--- src/inc/framing_pkg.sv ---
package framing_pkg;

    // Register offsets on the configuration port
    localparam logic [5:0] ADDR_MODEM_CFG2 = 6'h12;
    localparam logic [5:0] ADDR_FRAMING_CFG = 6'h13;
    localparam logic [5:0] ADDR_STEP_FINE = 6'h14;

    // Field positions
    localparam int MANCH_BIT = 3;
    localparam int SYNCMODE_HI = 2;
    localparam int SYNCMODE_LO = 0;
    localparam int FEC_BIT = 7;
    localparam int PREAMBLE_HI = 6;
    localparam int PREAMBLE_LO = 4;
    localparam int RSVD_HI = 3;
    localparam int RSVD_LO = 2;
    localparam int EXP_HI = 1;
    localparam int EXP_LO = 0;

    // Reset values
    localparam logic MANCH_RST = 1'h0;
    localparam logic [2:0] SYNC_MODE_RST = 3'h2;
    localparam logic FEC_RST = 1'h0;
    localparam logic [2:0] PREAMBLE_RST = 3'h2;
    localparam logic [1:0] EXP_RST = 2'h2;
    localparam logic [7:0] MANT_RST = 8'hF8;

    // Framing constants
    localparam logic [7:0] PREAMBLE_PATTERN = 8'hAA;
    localparam logic [7:0] SYNC_BITS_SHORT = 8'h10;
    localparam logic [7:0] SYNC_BITS_LONG = 8'h20;
    localparam logic [5:0] MISS_15OF16 = 6'h01;
    localparam logic [5:0] MISS_30OF32 = 6'h02;
    localparam logic [8:0] MANT_HIDDEN_ONE = 9'h100;

    typedef enum logic [3:0] {
        TX_IDLE = 4'b0001,
        TX_PREAMBLE = 4'b0010,
        TX_SYNC = 4'b0100,
        TX_PAYLOAD = 4'b1000
    } tx_state_type;

    // Preamble byte count for the three-bit selection
    function automatic logic [7:0] preamble_bytes(input logic [2:0] sel);
        case (sel)
            3'h0: preamble_bytes = 8'h02;
            3'h1: preamble_bytes = 8'h03;
            3'h2: preamble_bytes = 8'h04;
            3'h3: preamble_bytes = 8'h06;
            3'h4: preamble_bytes = 8'h08;
            3'h5: preamble_bytes = 8'h0C;
            3'h6: preamble_bytes = 8'h10;
            default: preamble_bytes = 8'h18;
        endcase
    endfunction

    function automatic logic sends_sync(input logic [2:0] mode);
        sends_sync = (mode[1:0] != 2'h0);
    endfunction

    function automatic logic sync_long(input logic [2:0] mode);
        sync_long = (mode[1:0] == 2'h3);
    endfunction

    function automatic logic needs_cs(input logic [2:0] mode);
        needs_cs = mode[2];
    endfunction

endpackage

--- src/inc/sync_det_if.sv ---
`timescale 1ns/1ps
interface sync_det_if;
    logic rxBit;
    logic rxBitValid;
    logic [15:0] syncWord;
    logic [2:0] syncMode;
    logic flush;
    logic hit;

    modport ctrl(output rxBit, output rxBitValid, output syncWord, output syncMode, output flush, input hit);
    modport corr(input rxBit, input rxBitValid, input syncWord, input syncMode, input flush, output hit);
endinterface

--- src/verilog/sync_correlator.sv ---
`timescale 1ns/1ps
module sync_correlator (
    input wire logic clk,
    input wire logic rst,
    sync_det_if.corr det
);
    import framing_pkg::*;

    logic [31:0] history_r;
    logic [7:0] fill_r;
    logic fresh_r;
    logic [31:0] target;
    logic [31:0] diff;
    logic [5:0] missLong;
    logic [5:0] missShort;

    function automatic logic [5:0] count_ones(input logic [31:0] v);
        logic [5:0] n;
        n = 6'h00;
        for (int i = 0; i < 32; i++) begin
            n = n + {5'h00, v[i]};
        end
        count_ones = n;
    endfunction

    always_ff @(posedge clk) begin
        if (rst || det.flush) begin
            history_r <= 32'h0000_0000;
            fill_r <= 8'h00;
        end else if (det.rxBitValid) begin
            history_r <= {history_r[30:0], det.rxBit};
            if (fill_r != SYNC_BITS_LONG) begin
                fill_r <= fill_r + 8'h01;
            end
        end
    end

    always_ff @(posedge clk) begin
        if (rst) begin
            fresh_r <= 1'b0;
        end else begin
            fresh_r <= det.rxBitValid && !det.flush;
        end
    end

    assign target = {det.syncWord, det.syncWord};
    assign diff = history_r ^ target;
    assign missLong = count_ones(diff);
    assign missShort = count_ones({16'h0000, diff[15:0]});

    always_comb begin
        det.hit = 1'b0;
        if (fresh_r && sends_sync(det.syncMode)) begin
            if (sync_long(det.syncMode)) begin
                det.hit = (fill_r >= SYNC_BITS_LONG) && (missLong <= MISS_30OF32);
            end else if (det.syncMode[1:0] == 2'h1) begin
                det.hit = (fill_r >= SYNC_BITS_SHORT) && (missShort <= MISS_15OF16);
            end else begin
                det.hit = (fill_r >= SYNC_BITS_SHORT) && (missShort == 6'h00);
            end
        end
    end

    exact_match_a: assert property (@(posedge clk) disable iff (rst)
        det.hit && det.syncMode[1:0] == 2'h2 |-> history_r[15:0] == det.syncWord)
        else $error("16 of 16 sync hit with mismatched bits");
    long_match_a: assert property (@(posedge clk) disable iff (rst)
        det.hit && det.syncMode[1:0] == 2'h3 |-> fill_r == SYNC_BITS_LONG && count_ones(diff) <= 6'h02)
        else $error("32 bit sync hit beyond two errors");
    no_search_a: assert property (@(posedge clk) disable iff (rst)
        det.syncMode[1:0] == 2'h0 |-> !det.hit)
        else $error("sync hit while search is off");
endmodule

--- src/verilog/channel_index_offset_calc.sv ---
`timescale 1ns/1ps
module channel_index_offset_calc #(
    parameter int CHANNEL_INDEX_W = 8
) (
    input wire logic [7:0] mantissa,
    input wire logic [1:0] exponent,
    input wire logic [CHANNEL_INDEX_W-1:0] channel,
    output logic [CHANNEL_INDEX_W+11:0] offset
);
    import framing_pkg::*;

    logic [11:0] step;

    // Step in units of the crystal frequency over 2^18
    assign step = {3'h0, MANT_HIDDEN_ONE + {1'b0, mantissa}} << exponent;
    assign offset = step * channel;
endmodule

--- src/verilog/sync_preamble_chanspace_cfg.sv ---
`timescale 1ns/1ps
module sync_preamble_chanspace_cfg #(
    parameter int CHANNEL_INDEX_W = 8
) (
    input wire logic clk,
    input wire logic rst,
    input wire logic [5:0] regAddr,
    input wire logic regWrEn,
    input wire logic [7:0] regWrData,
    output logic [7:0] regRdData,
    input wire logic [15:0] syncWord,
    input wire logic [CHANNEL_INDEX_W-1:0] channelIndex,
    input wire logic carrierSense,
    input wire logic rxSearchEn,
    input wire logic rxBit,
    input wire logic rxBitValid,
    input wire logic txStart,
    input wire logic txStop,
    input wire logic txBitTick,
    input wire logic txPayloadBit,
    output logic txBitOut,
    output logic txBitValid,
    output logic txPayloadPhase,
    output logic fecActive,
    output logic manchesterOn,
    output logic rxSyncFound,
    output logic rxQualified,
    output logic [CHANNEL_INDEX_W+11:0] chanOffset
);
    import framing_pkg::*;

    logic manch_r;
    logic [2:0] syncMode_r;
    logic fecEn_r;
    logic [2:0] preSel_r;
    logic [1:0] chanExp_r;
    logic [7:0] chanMant_r;
    logic cs_r;
    tx_state_type txState_r;
    tx_state_type txState_nxt;
    logic [2:0] txMode_r;
    logic [2:0] txPre_r;
    logic [7:0] bitCnt_r;
    logic [7:0] bitCnt_nxt;
    logic [7:0] preSent_r;
    logic [CHANNEL_INDEX_W+11:0] offsetNow;
    logic syncHit;
    logic qualHit;
    sync_det_if det();

    // Configuration registers
    always_ff @(posedge clk) begin
        if (rst) begin
            manch_r <= MANCH_RST;
            syncMode_r <= SYNC_MODE_RST;
        end else if (regWrEn && regAddr == ADDR_MODEM_CFG2) begin
            manch_r <= regWrData[MANCH_BIT];
            syncMode_r <= regWrData[SYNCMODE_HI:SYNCMODE_LO];
        end
    end

    always_ff @(posedge clk) begin
        if (rst) begin
            fecEn_r <= FEC_RST;
            preSel_r <= PREAMBLE_RST;
            chanExp_r <= EXP_RST;
        end else if (regWrEn && regAddr == ADDR_FRAMING_CFG) begin
            fecEn_r <= regWrData[FEC_BIT];
            preSel_r <= regWrData[PREAMBLE_HI:PREAMBLE_LO];
            chanExp_r <= regWrData[EXP_HI:EXP_LO];
        end
    end

    always_ff @(posedge clk) begin
        if (rst) begin
            chanMant_r <= MANT_RST;
        end else if (regWrEn && regAddr == ADDR_STEP_FINE) begin
            chanMant_r <= regWrData;
        end
    end

    // Read path, one cycle behind the address
    always_ff @(posedge clk) begin
        if (rst) begin
            regRdData <= 8'h00;
        end else begin
            case (regAddr)
                ADDR_MODEM_CFG2: regRdData <= {4'h0, manch_r, syncMode_r};
                ADDR_FRAMING_CFG: regRdData <= {fecEn_r, preSel_r, 2'h0, chanExp_r};
                ADDR_STEP_FINE: regRdData <= chanMant_r;
                default: regRdData <= 8'h00;
            endcase
        end
    end

    always_ff @(posedge clk) begin
        if (rst) begin
            cs_r <= 1'b0;
        end else begin
            cs_r <= carrierSense;
        end
    end

    // Transmit sequencer: preamble, sync, payload
    always_comb begin
        txState_nxt = txState_r;
        bitCnt_nxt = bitCnt_r;
        case (txState_r)
            TX_IDLE: begin
                if (txStart) begin
                    if (syncMode_r == 3'h0) begin
                        txState_nxt = TX_PAYLOAD;
                    end else begin
                        txState_nxt = TX_PREAMBLE;
                        bitCnt_nxt = preamble_bytes(preSel_r) << 3;
                    end
                end
            end
            TX_PREAMBLE: begin
                if (txBitTick) begin
                    bitCnt_nxt = bitCnt_r - 8'h01;
                    if (bitCnt_r == 8'h01) begin
                        if (sends_sync(txMode_r)) begin
                            txState_nxt = TX_SYNC;
                            bitCnt_nxt = sync_long(txMode_r) ? SYNC_BITS_LONG : SYNC_BITS_SHORT;
                        end else begin
                            txState_nxt = TX_PAYLOAD;
                        end
                    end
                end
            end
            TX_SYNC: begin
                if (txBitTick) begin
                    bitCnt_nxt = bitCnt_r - 8'h01;
                    if (bitCnt_r == 8'h01) begin
                        txState_nxt = TX_PAYLOAD;
                    end
                end
            end
            TX_PAYLOAD: begin
                if (txStop) begin
                    txState_nxt = TX_IDLE;
                end
            end
            default: begin
                txState_nxt = TX_IDLE;
            end
        endcase
    end

    always_ff @(posedge clk) begin
        if (rst) begin
            txState_r <= TX_IDLE;
            bitCnt_r <= 8'h00;
        end else begin
            txState_r <= txState_nxt;
            bitCnt_r <= bitCnt_nxt;
        end
    end

    // Mode and preamble length held for the whole frame
    always_ff @(posedge clk) begin
        if (rst) begin
            txMode_r <= SYNC_MODE_RST;
            txPre_r <= PREAMBLE_RST;
        end else if (txState_r == TX_IDLE && txStart) begin
            txMode_r <= syncMode_r;
            txPre_r <= preSel_r;
        end
    end

    always_ff @(posedge clk) begin
        if (rst) begin
            txBitOut <= 1'b0;
            txBitValid <= 1'b0;
        end else begin
            txBitValid <= 1'b0;
            if (txBitTick) begin
                case (txState_r)
                    TX_PREAMBLE: begin
                        txBitOut <= PREAMBLE_PATTERN[3'(bitCnt_r - 8'h01)];
                        txBitValid <= 1'b1;
                    end
                    TX_SYNC: begin
                        txBitOut <= syncWord[4'(bitCnt_r - 8'h01)];
                        txBitValid <= 1'b1;
                    end
                    TX_PAYLOAD: begin
                        txBitOut <= txPayloadBit;
                        txBitValid <= 1'b1;
                    end
                    default: begin
                        txBitOut <= 1'b0;
                    end
                endcase
            end
        end
    end

    always_ff @(posedge clk) begin
        if (rst) begin
            txPayloadPhase <= 1'b0;
            fecActive <= 1'b0;
            manchesterOn <= MANCH_RST;
        end else begin
            txPayloadPhase <= (txState_nxt == TX_PAYLOAD);
            fecActive <= fecEn_r && (txState_nxt == TX_PAYLOAD);
            manchesterOn <= manch_r;
        end
    end

    // Preamble bit tally for the current frame
    always_ff @(posedge clk) begin
        if (rst || txState_r == TX_IDLE) begin
            preSent_r <= 8'h00;
        end else if (txState_r == TX_PREAMBLE && txBitTick) begin
            preSent_r <= preSent_r + 8'h01;
        end
    end

    // Receive sync search
    assign det.rxBit = rxBit;
    assign det.rxBitValid = rxBitValid && rxSearchEn;
    assign det.syncWord = syncWord;
    assign det.syncMode = syncMode_r;
    assign det.flush = !rxSearchEn;
    assign syncHit = det.hit;

    sync_correlator u_corr (
        .clk(clk),
        .rst(rst),
        .det(det.corr)
    );

    always_comb begin
        qualHit = 1'b0;
        if (!sends_sync(syncMode_r)) begin
            qualHit = (syncMode_r == 3'h4) && cs_r;
        end else begin
            qualHit = syncHit && (!needs_cs(syncMode_r) || cs_r);
        end
    end

    always_ff @(posedge clk) begin
        if (rst) begin
            rxSyncFound <= 1'b0;
            rxQualified <= 1'b0;
        end else begin
            rxSyncFound <= rxSearchEn && qualHit;
            rxQualified <= rxSearchEn && (rxQualified || qualHit);
        end
    end

    channel_index_offset_calc #(
        .CHANNEL_INDEX_W(CHANNEL_INDEX_W)
    ) u_offset (
        .mantissa(chanMant_r),
        .exponent(chanExp_r),
        .channel(channelIndex),
        .offset(offsetNow)
    );

    always_ff @(posedge clk) begin
        if (rst) begin
            chanOffset <= '0;
        end else begin
            chanOffset <= offsetNow;
        end
    end

    sync_mode_reset_a: assert property (@(posedge clk)
        $past(rst) && !rst |-> syncMode_r == 3'h2 && chanExp_r == 2'h2)
        else $error("configuration reset values wrong");
    mantissa_reset_a: assert property (@(posedge clk)
        $past(rst) && !rst |-> chanMant_r == 8'hF8)
        else $error("spacing mantissa reset value wrong");
    no_sync_tx_a: assert property (@(posedge clk) disable iff (rst)
        txState_r == TX_SYNC |-> txMode_r[1:0] != 2'h0)
        else $error("sync sent in a no-sync mode");
    preamble_length_a: assert property (@(posedge clk) disable iff (rst)
        txState_r == TX_PREAMBLE && txState_nxt != TX_PREAMBLE
        |=> preSent_r == (preamble_bytes(txPre_r) << 3))
        else $error("preamble length differs from selection");
    sync_length_a: assert property (@(posedge clk) disable iff (rst)
        txState_r == TX_PREAMBLE ##1 txState_r == TX_SYNC |-> bitCnt_r == (sync_long(txMode_r) ? 8'h20 : 8'h10))
        else $error("sync length wrong for mode");
    cs_gate_a: assert property (@(posedge clk) disable iff (rst)
        rxSyncFound && $past(syncMode_r[2]) |-> $past(cs_r))
        else $error("sync qualified without carrier sense");
    fec_payload_a: assert property (@(posedge clk) disable iff (rst)
        fecActive |-> txPayloadPhase && $past(fecEn_r))
        else $error("FEC active outside payload");
    reserved_zero_a: assert property (@(posedge clk) disable iff (rst)
        $past(regAddr) == ADDR_FRAMING_CFG && !$past(rst) |-> regRdData[3:2] == 2'h0)
        else $error("reserved bits read non-zero");
    offset_value_a: assert property (@(posedge clk) disable iff (rst)
        !$past(rst) |-> chanOffset == 20'(((32'($past(chanMant_r)) + 32'd256) << $past(chanExp_r))
        * 32'($past(channelIndex))))
        else $error("channel offset mismatch");
    manchester_a: assert property (@(posedge clk) disable iff (rst)
        regWrEn && regAddr == ADDR_MODEM_CFG2 |-> ##2 manchesterOn == $past(regWrData[3], 2))
        else $error("manchester flag not following register");
endmodule

--- config.mk ---
export PLATFORM = sky130hd
export DESIGN_NAME = sync_preamble_chanspace_cfg
export DESIGN_NICKNAME = d
export VERILOG_FILES = /design/src/inc/framing_pkg.sv /design/src/inc/sync_det_if.sv /design/src/verilog/sync_correlator.sv /design/src/verilog/channel_index_offset_calc.sv /design/src/verilog/sync_preamble_chanspace_cfg.sv
export SDC_FILE = /design/constraint.sdc
export NUM_CORES = 1
export LEC_CHECK = 0
export CAP_MARGIN = 20
export CORE_UTILIZATION = 40
export CTS_CLUSTER_DIAMETER = 30
export DETAILED_ROUTE_END_ITERATION = 10
export DONT_BUFFER_PORTS = 1
export PLACE_DENSITY = 0.62
export SLEW_MARGIN = 20
export SYNTH_ARGS = -nofsm -noshare
export SYNTH_HDL_FRONTEND = slang
export SYNTH_SLANG_ARGS = --single-unit
--- constraint.sdc ---
create_clock -name clk -period 15.55 [get_ports clk]
set_input_delay 1.555 -clock clk [delete_from_list [all_inputs] [get_ports clk]]
set_output_delay 1.555 -clock clk [all_outputs]
set_load 0.01 [all_outputs]
==> key figures <==
Timing
  – Setup violators final: 0
  – RSZ-0062 raised after global routing: no
  – Worst-case headroom to the max-slew limit: 0.3725
  – Total Neg Setup Slack: 0 ns
  – Actual slew at the worst max-slew pin: around 0.94 ns
  – Endpoints failing hold: 0
  – Max Freq: 121.5 MHz
  – Post-layout min period: around 8.2 ns
  – Clock Skew: roughly 0.01 ns
  – Fin crit share: 0.5292
  – Final setup margin: 7.320 ns
  – Slew Limit Fails: 0

GRT
  – Grt ovf: 0
  – GRT Total Usage: 0.1893
  – First-pass GRT wire length: 33250 um
  – Initial antenna violation count: 0
  – Vias in the first global route: 6333
  – Largest net degree at the start of global routing: 45

Worst setup path
  – Max FO, Critical Path: 3
  – Critical path buffers and inverters: 3
  – Critical Path End Type: flop
  – CP required: 15.83 ns
  – WP data arrival: around 8.5 ns
  – CP Launch Type: primary input
  – Worst-path cell chain: xnor2_1 > fa_1 > fa_1 > fa_1 > fa_1 > inv_1 > fa_1 > ha_1 > inv_1 > fa_1 > fa_1 > fa_1 > fa_1 > inv_1 > fa_1 > fa_1 > a2111oi_0 > a31oi_1 > o21a_1 > o22ai_1
  – Crit path kind: in2reg
  – Max stage delay cell, worst path: fa_1
  – CP top delay family: adder cells
  – Max incr delay on CP: 0.55 ns
  – Most frequent CP cell: fa_1

CTS
  – Clock Pin Slew Worst Setup and Hold Paths: 0.07 ns
  – Max clock buf depth: 2
  – Resized cells post-CTS: 0
  – Clock latency on the worst-skew pair: ~0.36 ns
  – Clk root buf: clkbuf_16
  – H-tree levels: 3
  – CTS Hold Buffers Added: 0
  – Sink Count: 109
  – Total CTS buffers: 9
  – CTS tree: built
  – Total setup buffers inserted after CTS: 0

Yosys
  – Number of flops mapped to enable cells by yosys: 0
  – Post-Syn Area: 8782 um^2
  – Syn nets: 1153
  – Syn Area/Cell: a little over 9 um^2
  – Synth warn: 0
  – #FFs+latches synth: 109
  – Post-Synthesis Cells: 965
  – Distinct cells, synth: 71
  – Main synth FF type: dfxtp_1
  – Async S/R FF share, synth: 0
  – Register area share after synthesis: 0.2485

Power and ir drop
  – Leakage Power: 0.004055 uW
  – Pwr/cell area: 119.1 nW/um^2
  – Maximum vdd drop: about 0.069 mV
  – Total Power: 1101 uW

Outcome
  – Status: completed

Place
  – DP Area: 8956 um^2
  – Port Buffers: 0
  – Routability cong.: 0.8154
  – Inst Count DP: 1202
  – HPWL Detailed: 15230 um
  – Pre-CTS setup slack: between 6 and 7 ns

Final layout
  – Layout area overhead: 5.286%
  – Final std cells w/o fill: 1218
  – N_diodes: 0
  – Design Area, Final: 9246 um^2
  – Fin nets: ~1.1k
  – Layout cells sized above 1: 0.05196

Routing
  – Routed WL: 20090 um
  – Pre-antenna DRT Iters: 5
  – Vias per inst: 5.321
  – DR vias: 6481
  – ANT nets after route: 0
  – DRC viols: 0
  – Mean routed wirelength per cell: 16.50 um
  – DRT iter0 DRCs: 404

Floorplanning
  – Initial core utilization: 0.4126
  – Horiz. Die Dim: about 150 um
  – Cell Rows: 53
  – Ports: 84
  – Die area: 22550 um^2
  – Die height: between 150 and 200 um
  – Core region area: 21290 um^2

Run
  – Max-Cap Viols: 0

Hold path
  – Min-delay worst type: reg2reg
## worst reg2reg max path, cell delays in order (launching register included)
cell and delay (ns):
dfxtp_1 0.34, xnor2_1 0.21, fa_1 0.49, fa_1 0.53
fa_1 0.52, fa_1 0.54, inv_1 0.05, fa_1 0.48
ha_1 0.29, inv_1 0.06, fa_1 0.51, fa_1 0.52
fa_1 0.52, fa_1 0.55, inv_1 0.06, fa_1 0.46
fa_1 0.45, a2111oi_0 0.38, a31oi_1 0.14, o21a_1 0.14
o22ai_1 0.11
## final cells by class
class,instances,area [um^2]
multi-input cells,716,6036
flip-flops and latches,109,2182
clock inverters,6,51.30
inverters,99,371.6
repair buffers,3,22.52
clock buffers,10,239.0
fillers,2059,12040
well taps,275,344.1
## report_power, final
part | switching, uW | internal [uW] | leakage (uW) | total (uW)
clock network | 114 | 116 | 0.000140 | 230
registers | 17.6 | 296 | 0.000884 | 313
logic | 305 | 253 | 0.00303 | 558
## placed cells by master, fill, tap and decap left out, types with 5 or more instances in the layout
| cell | instances |
|---|---|
| a21o_1 | 10 |
| a21oi_1 | 34 |
| a22oi_1 | 6 |
| and2_1 | 49 |
| and3_1 | 16 |
| clkbuf_16 | 9 |
| dfxtp_1 | 109 |
| fa_1 | 82 |
| ha_1 | 57 |
| inv_1 | 98 |
| mux2i_1 | 45 |
| nand2_1 | 86 |
| nand2b_1 | 5 |
| nand3_1 | 44 |
| nor2_1 | 82 |
| nor2b_1 | 15 |
| nor3_1 | 18 |
| o211ai_1 | 8 |
| o21a_1 | 9 |
| o21ai_0 | 13 |
| o22ai_1 | 5 |
| xnor2_1 | 30 |
| xor2_1 | 19 |
## synth_stat cells (3+ instances only)
cell      number  area [um^2]
dfxtp_1      109         2182
inv_1         98        367.9
nand2_1       86        322.8
fa_1          82         1642
nor2_1        82        307.8
ha_1          57        713.2
and2_1        49        306.5
mux2i_1       45        450.4
nand3_1       44        220.2
a21oi_1       34        170.2
xnor2_1       30        262.8
clkbuf_1      26        97.59
xor2_1        19        166.4
nor3_1        18        90.09
and3_1        16        100.1
nor2b_1       15        93.84
o21ai_0       13        65.06
a21o_1        10        75.07
o21a_1         9        67.56
o211ai_1       8        60.06
buf_2          7        35.03
a22oi_1        6        45.04
nand2b_1       5        31.28
o22ai_1        5        31.28
a211oi_1       4        30.03
a31oi_1        4        25.02
buf_1          4        15.01
buf_6          4        45.04
mux2_2         4        45.04
mux4_2         4        90.09
nand4b_1       4        35.03
nor3b_1        4        30.03
a211o_1        3        26.28
a41oi_1        3        26.28
nand4_1        3        18.77
nor4_1         3        18.77
nor4b_4        3        71.32
## metal layers
layer	global-route usage	vias up	share of wire
li1	-	3175	-
met1	0.2715	3148	0.49
met2	0.2903	145	0.45
met3	0.04273	13	0.059
met4	0.03737	0	0.0085
met5	0	-	0
## metrics by stage
step           utilization  hold WS (ns)
6_report            0.4344        0.4645
5_1_grt             0.4344        0.4915
4_1_cts             0.4344        0.4660
3_5_place_dp        0.4207        0.4559
3_3_place_gp        0.4207        0.4500
2_1_floorplan            -        0.4442
## flip-flops by register name, indices dropped and copies added, names as in the netlist, 2 cells and up
name,count
chanMant_r,8
txMode_r,2
u_corr.fill_r,8
u_corr.history_r,32
txState_r,4
regRdData,8
det.syncMode,3
chanExp_r,2
chanOffset,20
bitCnt_r,8
preSel_r,3
## cells by family (layout without fill, tap and decap cells)
kind of cell / Yosys count / in the layout / synth area share
buffers and inverters: 140 / 118 / 0.06425
AOI/OAI and AO/OA: 125 / 125 / 0.09859
xor gates and xnor gates: 49 / 49 / 0.04887
muxes: 53 / 53 / 0.06668
adders and majority gates: 139 / 139 / 0.2681
and+or+nand+nor: 350 / 350 / 0.2050
DFF: 109 / 109 / 0.2485
## worst paths after layout
| path | from | depth (start not counted) | to | slack [ns] |
|---|---|---|---|---|
| setup reg to reg | u_corr.history_r[2] | 20 | rxQualified | 8.14 |
| hold reg to reg | manch_r | 2 | manch_r | 0.46 |
| hold / removal | manch_r | 2 | manch_r | 0.46 |
| setup / recovery | syncWord[2] | 20 | rxQualified | 7.32 |
(Power assumes the default switching activity.)
